--- config.mk ---
export PLATFORM = sky130hd
export DESIGN_NAME = dual_port_handshake_io
export DESIGN_NICKNAME = d
export VERILOG_FILES = /design/src/hdl/port_io_pkg.sv /design/src/hdl/dual_port_handshake_io.sv
export VERILOG_INCLUDE_DIRS = /design/src /design/src/hdl
export SDC_FILE = /design/constraint.sdc
export NUM_CORES = 1
export LEC_CHECK = 0
export BUFFER_PORTS_ARGS = -buffer_cell sky130_fd_sc_hd__buf_2
export CORE_MARGIN = 1.5
export CORE_UTILIZATION = 40
export CTS_CLUSTER_SIZE = 25
export DETAILED_ROUTE_END_ITERATION = 16
export SLEW_MARGIN = 10
export SYNTH_ARGS = -nofsm -noshare
export SYNTH_HDL_FRONTEND = slang
export SYNTH_SLANG_ARGS = --single-unit
--- constraint.sdc ---
create_clock -name clock_in -period 2.6 [get_ports clock_in]
set_input_delay 0.26 -clock clock_in [delete_from_list [all_inputs] [get_ports clock_in]]
set_output_delay 0.26 -clock clock_in [all_outputs]
set_load 0.005 [all_outputs]
--- src/hdl/port_io_params.svh ---
/*
 * Named register selects, field positions and reset values of the
 * dual handshake port block.
 * Assumes inclusion by its bare name from the design.
 */
`ifndef PORT_IO_PARAMS_SVH
`define PORT_IO_PARAMS_SVH

// Register selects
`define SEL_PORT_B        4'h0
`define SEL_PORT_A        4'h1
`define SEL_DIR_B         4'h2
`define SEL_DIR_A         4'h3
`define SEL_AUX_CTRL      4'hB
`define SEL_LINE_MODES    4'hC
`define SEL_IRQ_FLAGS     4'hD
`define SEL_IRQ_ENABLE    4'hE
`define SEL_PORT_A_QUIET  4'hF

// Interrupt flag bit positions
`define FLG_A_HS          0
`define FLG_A_STB         1
`define FLG_B_HS          3
`define FLG_B_STB         4
`define FLG_ANY           7

// Line mode field positions
`define MODE_A_EDGE       0
`define MODE_A_HS_LSB     1
`define MODE_B_EDGE       4
`define MODE_B_HS_LSB     5

// Handshake line mode code bit positions
`define HS_INDEP_BIT      0
`define HS_EDGE_BIT       1
`define HS_OUT_BIT        2

// Auxiliary control bit positions
`define AUX_LATCH_A       0
`define AUX_LATCH_B       1
`define AUX_PB7_TIMER     7

// Enable register set/clear bit, pin bits used by the timers
`define IER_SET_BIT       7
`define PB7_BIT           7
`define PB6_BIT           6

// Reset values and capture buffer depth
`define RST_BYTE          8'h00
`define RST_FLAGS         7'h00
`define RST_COUNT         2'h0
`define FIFO_DEPTH        2'h2

`endif

--- src/hdl/port_io_pkg.sv ---
/*
 * Types shared by the dual handshake port block: bus request, line
 * mode codes and the complete state record.
 * Assumes the constants header sits beside it.
 */
package port_io_pkg;

   // Processor bus request in one bundle
   typedef struct packed {
      logic       select;    // Chip selected this cycle
      logic       read;      // 1 read, 0 write
      logic [3:0] reg_sel;   // Register select
      logic [7:0] wdata;     // Write data
   } bus_request_type;

   // Handshake line mode codes (three-bit field)
   typedef enum logic [2:0] {
      HS_IN_NEG       = 3'h0,
      HS_IN_NEG_INDEP = 3'h1,
      HS_IN_POS       = 3'h2,
      HS_IN_POS_INDEP = 3'h3,
      HS_HANDSHAKE    = 3'h4,
      HS_PULSE        = 3'h5,
      HS_LOW          = 3'h6,
      HS_HIGH         = 3'h7
   } hs_mode_type;

   // Whole state of the block
   typedef struct packed {
      logic [7:0]       port_a_output_latch;
      logic [7:0]       port_b_output_latch;
      logic [7:0]       port_a_direction;
      logic [7:0]       port_b_direction;
      logic [7:0]       auxiliary_control;
      logic [7:0]       control_line_modes;
      logic [6:0]       flags;
      logic [6:0]       enables;
      logic [1:0][7:0]  cap_mem;       // Two-entry port A capture buffer
      logic             cap_head;
      logic [1:0]       cap_count;
      logic [7:0]       port_b_input_latch;
      logic             prev_a_strobe;
      logic             prev_a_hs;
      logic             prev_b_strobe;
      logic             prev_b_hs;
      logic             prev_pb6;
      logic             a_hs_level;
      logic             b_hs_level;
      logic [7:0]       pa_drive;
      logic [7:0]       pb_drive;
      logic [7:0]       pb_oe;
      logic             a_hs_oe;
      logic             b_hs_oe;
      logic [7:0]       rdata;
      logic             rdata_oe;
      logic             irq_oe;
      logic             pb6_pulse;
      logic             cap_ready;
   } state_type;

endpackage

--- src/hdl/dual_port_handshake_io.sv ---
/*
 * Two 8-bit peripheral ports with direction control, output latches,
 * edge-latched inputs, four control lines with interrupt flags, and
 * automatic read/write handshaking. Port A strobe captures pass
 * through a two-entry buffer; a third capture before a read is lost.
 * Assumes a processor bus request synchronous to clock_in, pins
 * synchronous to clock_in, and a timer block outside that supplies
 * the bit-7 timer level and takes the bit-6 pulse.
 */
`timescale 1ns/100ps

`include "port_io_params.svh"

// Behaviour
// - Direction bit 0 releases the pin
// - Direction bit 1 drives the pin
// - Driven pin follows its output latch bit
// - Latch writes stored, pin waits for direction
// - Port read returns its input register
// - Latch off: port A read shows pins
// - Active strobe edge captures port A pins
// - After the read emptying the buffer, port A input turns transparent
// - Port B outputs read latch, A reads pin
// - Port B latched inputs read strobe-time level
// - Port A latched reads captured level while buffered
// - Each control line in input mode sets its flag, enabled or not
// - Port A strobe line is input only
// - Handshake: A read/write, B write only
// - Data-ready strobe sets pollable flag
// - Data-taken output pulse or cleared level
// - Data-ready output cleared by taken edge
// - Line modes come from mode register
// - Latch enables come from auxiliary control
// - Bit 7 timer output, bit 6 pulse feed
// - Interrupt request when enabled flag set
// - Reset clears registers, pins inputs, no interrupt
// - Select 15 acts as port A, no handshake
module dual_port_handshake_io
   import port_io_pkg::*;
(
   input  wire logic            clock_in,
   input  wire logic            rst_n_in,
   input  wire bus_request_type cpu_bus_in,
   output logic [7:0]           cpu_rdata_out,
   output logic                 cpu_rdata_oe_out,
   input  wire logic [7:0]      port_a_pins_in,
   output logic [7:0]           port_a_pins_out,
   output logic [7:0]           port_a_pins_oe_out,
   input  wire logic [7:0]      port_b_pins_in,
   output logic [7:0]           port_b_pins_out,
   output logic [7:0]           port_b_pins_oe_out,
   input  wire logic            port_a_strobe_in,
   input  wire logic            port_a_handshake_line_in,
   output logic                 port_a_handshake_line_out,
   output logic                 port_a_handshake_line_oe_out,
   input  wire logic            port_b_strobe_in,
   input  wire logic            port_b_handshake_line_in,
   output logic                 port_b_handshake_line_out,
   output logic                 port_b_handshake_line_oe_out,
   input  wire logic            port_b_bit7_timer_out_in,
   output logic                 port_b_bit6_pulse_out,
   output logic                 port_a_capture_ready_out,
   output logic                 irq_n_out,
   output logic                 irq_n_oe_out
);

   state_type state_q;   // Registered state
   state_type state_d;   // Next state

   // Edge match: rising when pos is set, falling otherwise
   function automatic logic edge_hit(input logic prev, input logic now,
                                     input logic pos);
      edge_hit = pos ? (!prev && now) : (prev && !now);
   endfunction

   // Handshake line output level for a given mode and handshake level
   function automatic logic hs_out(input hs_mode_type mode, input logic lvl);
      unique case (mode)
         HS_LOW:  hs_out = 1'b0;
         HS_HIGH: hs_out = 1'b1;
         default: hs_out = lvl;
      endcase
   endfunction

   // Next-state logic
   always_comb begin
      logic        acc_a;        // Handshaking port A access
      logic        acc_a_any;    // Any port A data access
      logic        acc_b;        // Port B data access
      logic        wr;
      logic        rd;
      logic        a_stb_edge;
      logic        a_hs_edge;
      logic        b_stb_edge;
      logic        b_hs_edge;
      logic        pop;
      logic        push;
      logic [7:0]  ra;
      logic [7:0]  rb;
      logic [7:0]  pb_val;
      logic [6:0]  set_f;
      logic [6:0]  clr_f;
      logic [1:0]  cnt;
      hs_mode_type ma;
      hs_mode_type mb;

      state_d    = state_q;
      wr         = cpu_bus_in.select && !cpu_bus_in.read;
      rd         = cpu_bus_in.select && cpu_bus_in.read;
      acc_a_any  = cpu_bus_in.select && ((cpu_bus_in.reg_sel == `SEL_PORT_A) ||
                   (cpu_bus_in.reg_sel == `SEL_PORT_A_QUIET));
      acc_a      = cpu_bus_in.select && (cpu_bus_in.reg_sel == `SEL_PORT_A);
      acc_b      = cpu_bus_in.select && (cpu_bus_in.reg_sel == `SEL_PORT_B);
      ma         = hs_mode_type'(state_q.control_line_modes[`MODE_A_HS_LSB +: 3]);
      mb         = hs_mode_type'(state_q.control_line_modes[`MODE_B_HS_LSB +: 3]);

      // Edge detection against last cycle's sampled levels
      a_stb_edge = edge_hit(state_q.prev_a_strobe, port_a_strobe_in,
                            state_q.control_line_modes[`MODE_A_EDGE]);
      b_stb_edge = edge_hit(state_q.prev_b_strobe, port_b_strobe_in,
                            state_q.control_line_modes[`MODE_B_EDGE]);
      a_hs_edge  = !ma[`HS_OUT_BIT] && edge_hit(state_q.prev_a_hs,
                   port_a_handshake_line_in, ma[`HS_EDGE_BIT]);
      b_hs_edge  = !mb[`HS_OUT_BIT] && edge_hit(state_q.prev_b_hs,
                   port_b_handshake_line_in, mb[`HS_EDGE_BIT]);
      state_d.prev_a_strobe = port_a_strobe_in;
      state_d.prev_b_strobe = port_b_strobe_in;
      state_d.prev_a_hs     = port_a_handshake_line_in;
      state_d.prev_b_hs     = port_b_handshake_line_in;

      // Port A capture buffer: push on latching strobe edge, pop on read
      push = a_stb_edge && state_q.auxiliary_control[`AUX_LATCH_A];
      pop  = rd && acc_a_any && (state_q.cap_count != `RST_COUNT);
      cnt  = state_q.cap_count;
      if (pop) begin
         state_d.cap_head = !state_q.cap_head;
         cnt              = cnt - 2'h1;
      end
      if (push && (state_q.cap_count != `FIFO_DEPTH || pop)) begin
         // Tail slot from the count before any pop, so a pop and push never collide
         state_d.cap_mem[state_q.cap_head ^ state_q.cap_count[0]] = port_a_pins_in;
         cnt = cnt + 2'h1;
      end
      state_d.cap_count = cnt;
      state_d.cap_ready = (cnt != `FIFO_DEPTH);
      if (!state_q.auxiliary_control[`AUX_LATCH_A]) begin
         state_d.cap_count = `RST_COUNT;
         state_d.cap_ready = 1'b1;
      end

      // Port B input latch on its strobe edge
      if (b_stb_edge && state_q.auxiliary_control[`AUX_LATCH_B]) begin
         state_d.port_b_input_latch = port_b_pins_in;
      end

      // Read values
      ra = (state_q.cap_count != `RST_COUNT) ?
           state_q.cap_mem[state_q.cap_head] : port_a_pins_in;
      for (int i = 0; i < 8; i++) begin
         if (state_q.port_b_direction[i]) begin
            rb[i] = state_q.port_b_output_latch[i];
         end else if (state_q.auxiliary_control[`AUX_LATCH_B]) begin
            rb[i] = state_q.port_b_input_latch[i];
         end else begin
            rb[i] = port_b_pins_in[i];
         end
      end

      // Register reads, answered one cycle after the request
      state_d.rdata_oe = rd;
      if (rd) begin
         unique case (cpu_bus_in.reg_sel)
            `SEL_PORT_B:       state_d.rdata = rb;
            `SEL_PORT_A:       state_d.rdata = ra;
            `SEL_PORT_A_QUIET: state_d.rdata = ra;
            `SEL_DIR_B:        state_d.rdata = state_q.port_b_direction;
            `SEL_DIR_A:        state_d.rdata = state_q.port_a_direction;
            `SEL_AUX_CTRL:     state_d.rdata = state_q.auxiliary_control;
            `SEL_LINE_MODES:   state_d.rdata = state_q.control_line_modes;
            `SEL_IRQ_FLAGS:    state_d.rdata = {|(state_q.flags & state_q.enables),
                                                state_q.flags};
            `SEL_IRQ_ENABLE:   state_d.rdata = {1'b1, state_q.enables};
            default:           state_d.rdata = `RST_BYTE;
         endcase
      end

      // Register writes
      clr_f = `RST_FLAGS;
      if (wr) begin
         unique case (cpu_bus_in.reg_sel)
            `SEL_PORT_B:       state_d.port_b_output_latch = cpu_bus_in.wdata;
            `SEL_PORT_A:       state_d.port_a_output_latch = cpu_bus_in.wdata;
            `SEL_PORT_A_QUIET: state_d.port_a_output_latch = cpu_bus_in.wdata;
            `SEL_DIR_B:        state_d.port_b_direction = cpu_bus_in.wdata;
            `SEL_DIR_A:        state_d.port_a_direction = cpu_bus_in.wdata;
            `SEL_AUX_CTRL:     state_d.auxiliary_control = cpu_bus_in.wdata;
            `SEL_LINE_MODES:   state_d.control_line_modes = cpu_bus_in.wdata;
            `SEL_IRQ_FLAGS:    clr_f = cpu_bus_in.wdata[6:0];
            `SEL_IRQ_ENABLE: begin
               if (cpu_bus_in.wdata[`IER_SET_BIT]) begin
                  state_d.enables = state_q.enables | cpu_bus_in.wdata[6:0];
               end else begin
                  state_d.enables = state_q.enables & ~cpu_bus_in.wdata[6:0];
               end
            end
            default: ;
         endcase
      end

      // Data access clears strobe flags, handshake flags unless independent
      if (acc_a_any) begin
         clr_f[`FLG_A_STB] = 1'b1;
         if (!ma[`HS_INDEP_BIT] || ma[`HS_OUT_BIT]) begin
            clr_f[`FLG_A_HS] = 1'b1;
         end
      end
      if (acc_b) begin
         clr_f[`FLG_B_STB] = 1'b1;
         if (!mb[`HS_INDEP_BIT] || mb[`HS_OUT_BIT]) begin
            clr_f[`FLG_B_HS] = 1'b1;
         end
      end

      // Flag setting: a new edge wins over a clear in the same cycle
      set_f               = `RST_FLAGS;
      set_f[`FLG_A_STB]   = a_stb_edge;
      set_f[`FLG_A_HS]    = a_hs_edge;
      set_f[`FLG_B_STB]   = b_stb_edge;
      set_f[`FLG_B_HS]    = b_hs_edge;
      state_d.flags       = (state_q.flags & ~clr_f) | set_f;
      state_d.irq_oe      = |(state_d.flags & state_d.enables);

      // Port A handshake line: read and write handshaking
      if (ma == HS_HANDSHAKE) begin
         if (acc_a) begin
            state_d.a_hs_level = 1'b0;
         end else if (a_stb_edge) begin
            state_d.a_hs_level = 1'b1;
         end
      end else if (ma == HS_PULSE) begin
         state_d.a_hs_level = !acc_a;
      end else begin
         state_d.a_hs_level = 1'b1;
      end

      // Port B handshake line: write handshaking only
      if (mb == HS_HANDSHAKE) begin
         if (acc_b && wr) begin
            state_d.b_hs_level = 1'b0;
         end else if (b_stb_edge) begin
            state_d.b_hs_level = 1'b1;
         end
      end else if (mb == HS_PULSE) begin
         state_d.b_hs_level = !(acc_b && wr);
      end else begin
         state_d.b_hs_level = 1'b1;
      end
      // Enables follow the new mode at once, so a line set to input is freed with it
      state_d.a_hs_oe = state_d.control_line_modes[`MODE_A_HS_LSB + `HS_OUT_BIT];
      state_d.b_hs_oe = state_d.control_line_modes[`MODE_B_HS_LSB + `HS_OUT_BIT];

      // Pin drivers follow the next register values
      state_d.pa_drive = state_d.port_a_output_latch;
      pb_val           = state_d.port_b_output_latch;
      if (state_d.auxiliary_control[`AUX_PB7_TIMER]) begin
         pb_val[`PB7_BIT] = port_b_bit7_timer_out_in;
      end
      state_d.pb_drive = pb_val;
      state_d.pb_oe    = state_d.port_b_direction;

      // Falling edge on bit 6 feeds the pulse counter
      state_d.prev_pb6  = port_b_pins_in[`PB6_BIT];
      state_d.pb6_pulse = state_q.prev_pb6 && !port_b_pins_in[`PB6_BIT];

      // Synchronous reset clears everything but the ready and handshake levels, which go high, all lines become inputs
      if (!rst_n_in) begin
         state_d           = '0;
         state_d.cap_ready = 1'b1;
         state_d.a_hs_level = 1'b1;
         state_d.b_hs_level = 1'b1;
      end
   end

   // State register
   always_ff @(posedge clock_in) begin
      state_q <= state_d;
   end

   // Outputs from state flip-flops; handshake lines via hs_out, interrupt line tied low
   assign cpu_rdata_out                = state_q.rdata;
   assign cpu_rdata_oe_out             = state_q.rdata_oe;
   assign port_a_pins_out              = state_q.pa_drive;
   assign port_a_pins_oe_out           = state_q.port_a_direction;
   assign port_b_pins_out              = state_q.pb_drive;
   assign port_b_pins_oe_out           = state_q.pb_oe;
   assign port_a_handshake_line_out    = hs_out(hs_mode_type'(
      state_q.control_line_modes[`MODE_A_HS_LSB +: 3]), state_q.a_hs_level);
   assign port_a_handshake_line_oe_out = state_q.a_hs_oe;
   assign port_b_handshake_line_out    = hs_out(hs_mode_type'(
      state_q.control_line_modes[`MODE_B_HS_LSB +: 3]), state_q.b_hs_level);
   assign port_b_handshake_line_oe_out = state_q.b_hs_oe;
   assign port_b_bit6_pulse_out        = state_q.pb6_pulse;
   assign port_a_capture_ready_out     = state_q.cap_ready;
   assign irq_n_out                    = 1'b0;
   assign irq_n_oe_out                 = state_q.irq_oe;

endmodule

Word level (Yosys, flattened, before mapping)
Cells that the tools add are included.
Widths: inputs -> output; s select.
{ "op_classes": {"addsub": 2, "magnitude_cmp": 3, "n_eq_ne": 20, "mux": 56, "bitwise": 9, "n_reduce_logical": 55} }
{ "ops": {"columns": ["cell", "count"], "rows": [
  ["$mux 8", 10],
  ["$pmux 8 s8", 1],
  ["$mux 48", 1],
  ["$mux 7", 5],
  ["$mux 1", 31],
  ["$and 7x7->7", 4],
  ["$eq 3x3->1 const B", 8],
  ["$logic_and 1x1->1", 23],
  ["$eq 4x4->1 const B", 5],
  ["$logic_not 1->1", 17],
  ["$bwmux 16", 1],
  ["$not 7->7", 2],
  ["$reduce_or 7->1", 2],
  ["$reduce_and 2->1", 6],
  ["$demux 8 s1", 1],
  ["$eq 4x2->1 const B", 2],
  ["$mux 2", 4],
  ["$or 7x5->7", 1],
  ["$or 7x7->7", 1],
  ["$eq 4x1->1 const B", 1],
  ["$logic_not 4->1", 1],
  ["$logic_or 1x1->1", 4],
  ["$lt 1x2->1 const B", 2],
  ["$ne 2x2->1 const B", 2],
  ["other kinds (9)", 10]
]} }
{ "totals": {"register_bits": 118, "in_bits": 37, "out_inout_bits": 49} }

Depth between registers and ports, before layout
{ "depth": {"word_depth": 10, "ltp_mapped": 10} }

Worst setup path after synthesis
OpenSTA, ideal clock, no wires.
{ "synth_path": {"path_kind": "input-to-reg", "from": "input cpu_bus_in[9] (netlist name)", "to": "register state_q[54] (netlist name)", "t_arrival_ns": 1.986, "required_ns": 2.473, "path_slack_ns": 0.487, "cell_stages": 7, "path_buffers": 2, "path_cell_list": "buf_6 or4b_4 a211oi_2 buf_4 nor4b_1 o2111a_1 or3_1"} }
{ "synth_via": {"elab_chain_cells": 8, "elab_cells_between_ends": 11, "cone_classes": "1 x add/sub; 2 x eq/ne; 2 x mux; 6 x reduce/logical"} }
{ "synth_rtl": {"columns": ["item", "line", "text"], "rows": [
  ["from (decl)", "dual_port_handshake_io.sv:43", "input wire bus_request_type cpu_bus_in,"],
  ["$eq 4x1->1 / $eq 4x4->1 (equally long branches)", null, null],
  ["$logic_or 1x1->1 (*)", "dual_port_handshake_io.sv:110", "acc_a_any = cpu_bus_in.select && ((cpu_bus_in.reg_sel == `SEL_PORT_A) ||"],
  ["$logic_and 1x1->1 (*)", "dual_port_handshake_io.sv:110", null],
  ["$logic_and 1x1->1 (*) (2 in a row)", "dual_port_handshake_io.sv:133", "pop = rd && acc_a_any && (state_q.cap_count != `RST_COUNT);"],
  ["$mux 2 / $logic_or 1x1->1 (equally long branches)", "dual_port_handshake_io.sv:135, dual_port_handshake_io.sv:139", null],
  ["$add 2x1->2 / $logic_and 1x1->1 (equally long branches)", "dual_port_handshake_io.sv:142, dual_port_handshake_io.sv:139", null],
  ["$mux 2 (*)", "dual_port_handshake_io.sv:139", "if (push && (state_q.cap_count != `FIFO_DEPTH || pop)) begin"],
  ["to (signal assigned)", "dual_port_handshake_io.sv:286", "state_q <= state_d;"],
  ["to (decl)", "dual_port_handshake_io.sv:67", "state_type state_q;"]
]} }
Mark *: on every way between the ends. The rest lies on a longest branch, timed or not.
A chain may end at the register's enable or synchronous reset.

Final worst setup path
{ "layout_path": {"from": "register state_q[53] (netlist name)", "to": "register state_q[64] (netlist name)"} }
{ "layout_via": {"elab_chain_cells": 6, "elab_cells_between_ends": 12, "cone_classes": "2 x order compare; 1 x eq/ne; 3 x mux; 1 x bitwise; 5 x reduce/logical"} }
{ "layout_rtl": {"columns": ["item", "line", "text"], "rows": [
  ["$xor 1x1->1", "dual_port_handshake_io.sv:141", "state_d.cap_mem[state_q.cap_head ^ state_q.cap_count[0]] = port_a_pins_in;"],
  ["$lt 1x2->1 (not written as such) / $ge 1x1->1 (equally long branches)", "dual_port_handshake_io.sv:141", null],
  ["$logic_and 1x1->1 (not written as such)", "dual_port_handshake_io.sv:141", null],
  ["$mux 8 (not written as such)", "dual_port_handshake_io.sv:141", null],
  ["$demux 8 s1", "dual_port_handshake_io.sv:141", null],
  ["$bwmux 16", "dual_port_handshake_io.sv:141", null]
]} }
Parallel ways exist; a longest one is shown, timed or not.

==> impl_metrics.csv <==
group,metric,value,unit
run_status,status,"completed",
yosys,ys_ff_latch,109,
drt,drt_iter0_drc,388,
yosys,yosysUniqueCellTypes,62,
critical_path,cp_top_family,"compound AO/OA/AOI/OAI gates",
grt,grt_max_degree,79,
hold_path,holdCritStartpoint,"port_b_pins_in[6]",
cts,cts_max_level,3,
critical_path,crit_type,"flop to flop",
yosys,seq_area_frac_synth,37.68,%
cts,ctsRootBufferMaster,"clkbuf_16",
cts,cts.sinks,109,
power_and_ir_drop,power_frac_seq,50.3,%
cts,cts_resized,0,
floorplan,rows,43,
grt,grt_pass1_wl,25150,um
yosys,synth_area_per_cell,8.978,sq um
hold_path,hp-class,"input port to flop",
final_layout,postLayoutCellArea,6409,sq um
drt,wl_per_cell,18.91,um
power_and_ir_drop,peakVddDrop,0.3594,mV
cts,clk_path_buf_depth,2,
critical_path,cp-end-kind,"flop",
floorplan,core_area,13990,sq um
drt,wl_met3,912,um
yosys,synth_edf_count,0,
sta,fin_crit_sh,87.33,%
yosys,syn_nets,684,
critical_path,critical_path_depth,7,
sta,setup_ws,0.3295,ns
cts,clock_latency,0.35,ns
yosys,ys.flop_type,"dfxtp_1",
yosys,syn-cell-area,5791,sq um
critical_path,cp_num_buf_inv,2,
yosys,ys_async_sr_fraction,0,%
final_layout,fin_cells,855,
critical_path,r2r.worst_path.cells,7,
power_and_ir_drop,total_power,3.381,mW
floorplan,start_util,41.40,%
drt,vias_per_cell,5.511,
run,max_cap_violations,0,
sta,tightestPinTransition,0.6376,ns
drt,num_vias,4712,
final_layout,antenna_cells,0,
place,gp_congestion,0.8966,
critical_path,arrival,2.51,ns
sta,setup_viol,0,
cts,cts_buffers,9,
cts,clk_pin_slew,0.07,ns
grt,grt_pass1_vias,4572,
grt,track_usage,21.96,%
power_and_ir_drop,p_int,2.606,mW
power_and_ir_drop,switchingPower,0.7752,mW
final_layout,drive_above_1_share,20.00,%
critical_path,cp_slowest_cell,"ha_1",
cts,post_cts_buffers,0,
critical_path,worstPathCellList,"inv_1, ha_1, a211oi_2, buf_4, o211ai_2, mux2i_1, nor2b_1",
sta,fmax,440.4,MHz
yosys,yosys.area.top_type,"dfxtp_1",
final_layout,areaGrowthSynthToFinish,10.67,%
yosys,syn_inst,645,
drt,routed.top_layer,"met4",
final_layout,final_net_count,711,
place,preCtsSetupSlack,0.2565,ns
sta,clock_skew,0.007074,ns
floorplan,die_area,15210,sq um
floorplan,die_y,123.3,um
sta,period_minus_slack,2.270,ns
grt,antenna_found_initial,0,
grt,grt_overflow,0,
drt,wl,16170,um
yosys,yosys-top-cells-area,"dfxtp_1 (38%), mux2i_1 (13%), nor2b_1 (7.8%)",
drt,route.detailed.drc,0,
sta,hold_viol_final,0,
yosys,yosysTopAreaCellShare,37.68,%
sta,fin_tns_setup,0,ns
floorplan,die_width,123.3,um
critical_path,r2r-start,"state_q[53]",
cts,cts_tree,"yes",
power_and_ir_drop,switching_share,22.93,%
cts,ctsHoldBuffers,0,
drt,firstDrtPassIters,5,
sta,hold-worst-slack,0.1108,ns
sta,grt_setup_unrepaired,"no",
drt,antenna_left,0,
critical_path,required,2.84,ns
power_and_ir_drop,p_leak,2.592,nW
critical_path,crit_fanout,17,
power_and_ir_drop,pwr-share-clk,41.7,%
drt,dr_wl_met2,7444,um
yosys,synth_warnings,0,
final_layout,final_util,45.81,%
critical_path,cp-start-kind,"flop",
hold_path,holdPathStages,2,
sta,slew_violations,0,
place,dp_cells,841,
power_and_ir_drop,p_comb_share,8.0,%
power_and_ir_drop,power_density,527.6,nW/um^2
critical_path,cp-startpoint,"state_q[53]",
drt,wl_met1,7470,um
floorplan,ioPinCount,86,
place,place.port_buffers,84,
sta,slew_headroom,57.43,%
critical_path,slowest_delay,0.50,ns
place,placed_area,6108,sq um
place,dp_hpwl,11790,um
[worst reg2reg max path, delay by kind of cell (launching register included)]
kind,cells,cell delay (ns)
multiplexers,1,0.27
buffers and inverters,2,0.31
adder cells (fa/ha/maj),1,0.50
AO/OA/AOI/OAI,2,0.61
AND/OR/NAND/NOR,1,0.08
flip-flops,1,0.39
[final cells by class]
cell class / instances / area (sq um)
fill: 1349 / 7580
multi-input combinational: 440 / 3088
sequential: 109 / 2182
timing repair buffer: 104 / 583.1
clock buffer: 13 / 270.3
tap: 180 / 225.2
clock inverter: 1 / 30.03
inverter: 8 / 30.03
[cells in the mapped netlist, types with 4 or more instances]
cell type  count
mux2i_1       77
nor3_1         8
a41o_1         4
a31oi_1       12
and2_1        10
a22oi_1       11
a21boi_0      23
inv_1          8
a21oi_1       14
a32o_1         4
buf_1          5
buf_4         42
and3_1         9
nand3_1       29
a211oi_1       5
nand3b_1      13
dfxtp_1      109
nand2_1       59
nor2b_1       72
nand2b_1       5
clkbuf_1      39
nor2_1         4
o21ai_0       16
a21o_1         4
[cells in the final DEF, fill, tap and decap left out, types with 10 or more instances in the layout]
master,instances
o21ai_0,16
a31oi_1,12
a21boi_0,23
nand3_1,29
nand3b_1,13
mux2i_1,77
a21oi_1,14
and2_1,10
nand2_1,59
buf_4,19
dfxtp_1,109
a22oi_1,11
nor2b_1,72
buf_2,84
[flip-flops by register name (all words and copies together) (netlist names), 8 cells and up]
register            flops
cpu_rdata_out           8
port_a_pins_oe_out      8
port_a_pins_out         8
port_b_pins_oe_out      8
state_q                72
[layer usage]
layer,up-vias,track usage (%)
met3,25,5.258
li1,2283,-
met1,2267,29.34
met4,0,7.184
met5,-,0
met2,137,34.90
[path summary, 6_finish.rpt]
| path | to | slack [ns] |
|---|---|---|
| max | state_q[64] | 0.33 |
| min reg2reg | port_b_bit6_pulse_out | 0.41 |
| min | port_b_bit6_pulse_out | 0.11 |
| max reg2reg | state_q[64] | 0.33 |
[cell families (layout without fill, tap and decap cells)]
kind of cell	count (synthesis)	after routing	share of synthesized area (%)
adders and majority gates	2	2	0.4321
and+or+nand+nor	228	228	22.52
other	1	1	0.06476
xor gates and xnor gates	6	6	0.9077
buffers and inverters	96	126	9.097
DFF	109	109	37.68
AOI/OAI and AO/OA	124	124	15.60
muxes	79	79	13.70
[power groups by stage]
stage / Combinational [mW] / Clock [mW] / Sequential, mW
floorplan: 0.171 / 0 / 1.73
global placement: 0.264 / 0 / 1.74
detailed placement: 0.269 / 0 / 1.74
CTS: 0.269 / 1.45 / 1.70
global route: 0.293 / 1.51 / 1.70
finish: 0.271 / 1.41 / 1.70
(Power assumes the default switching activity.)
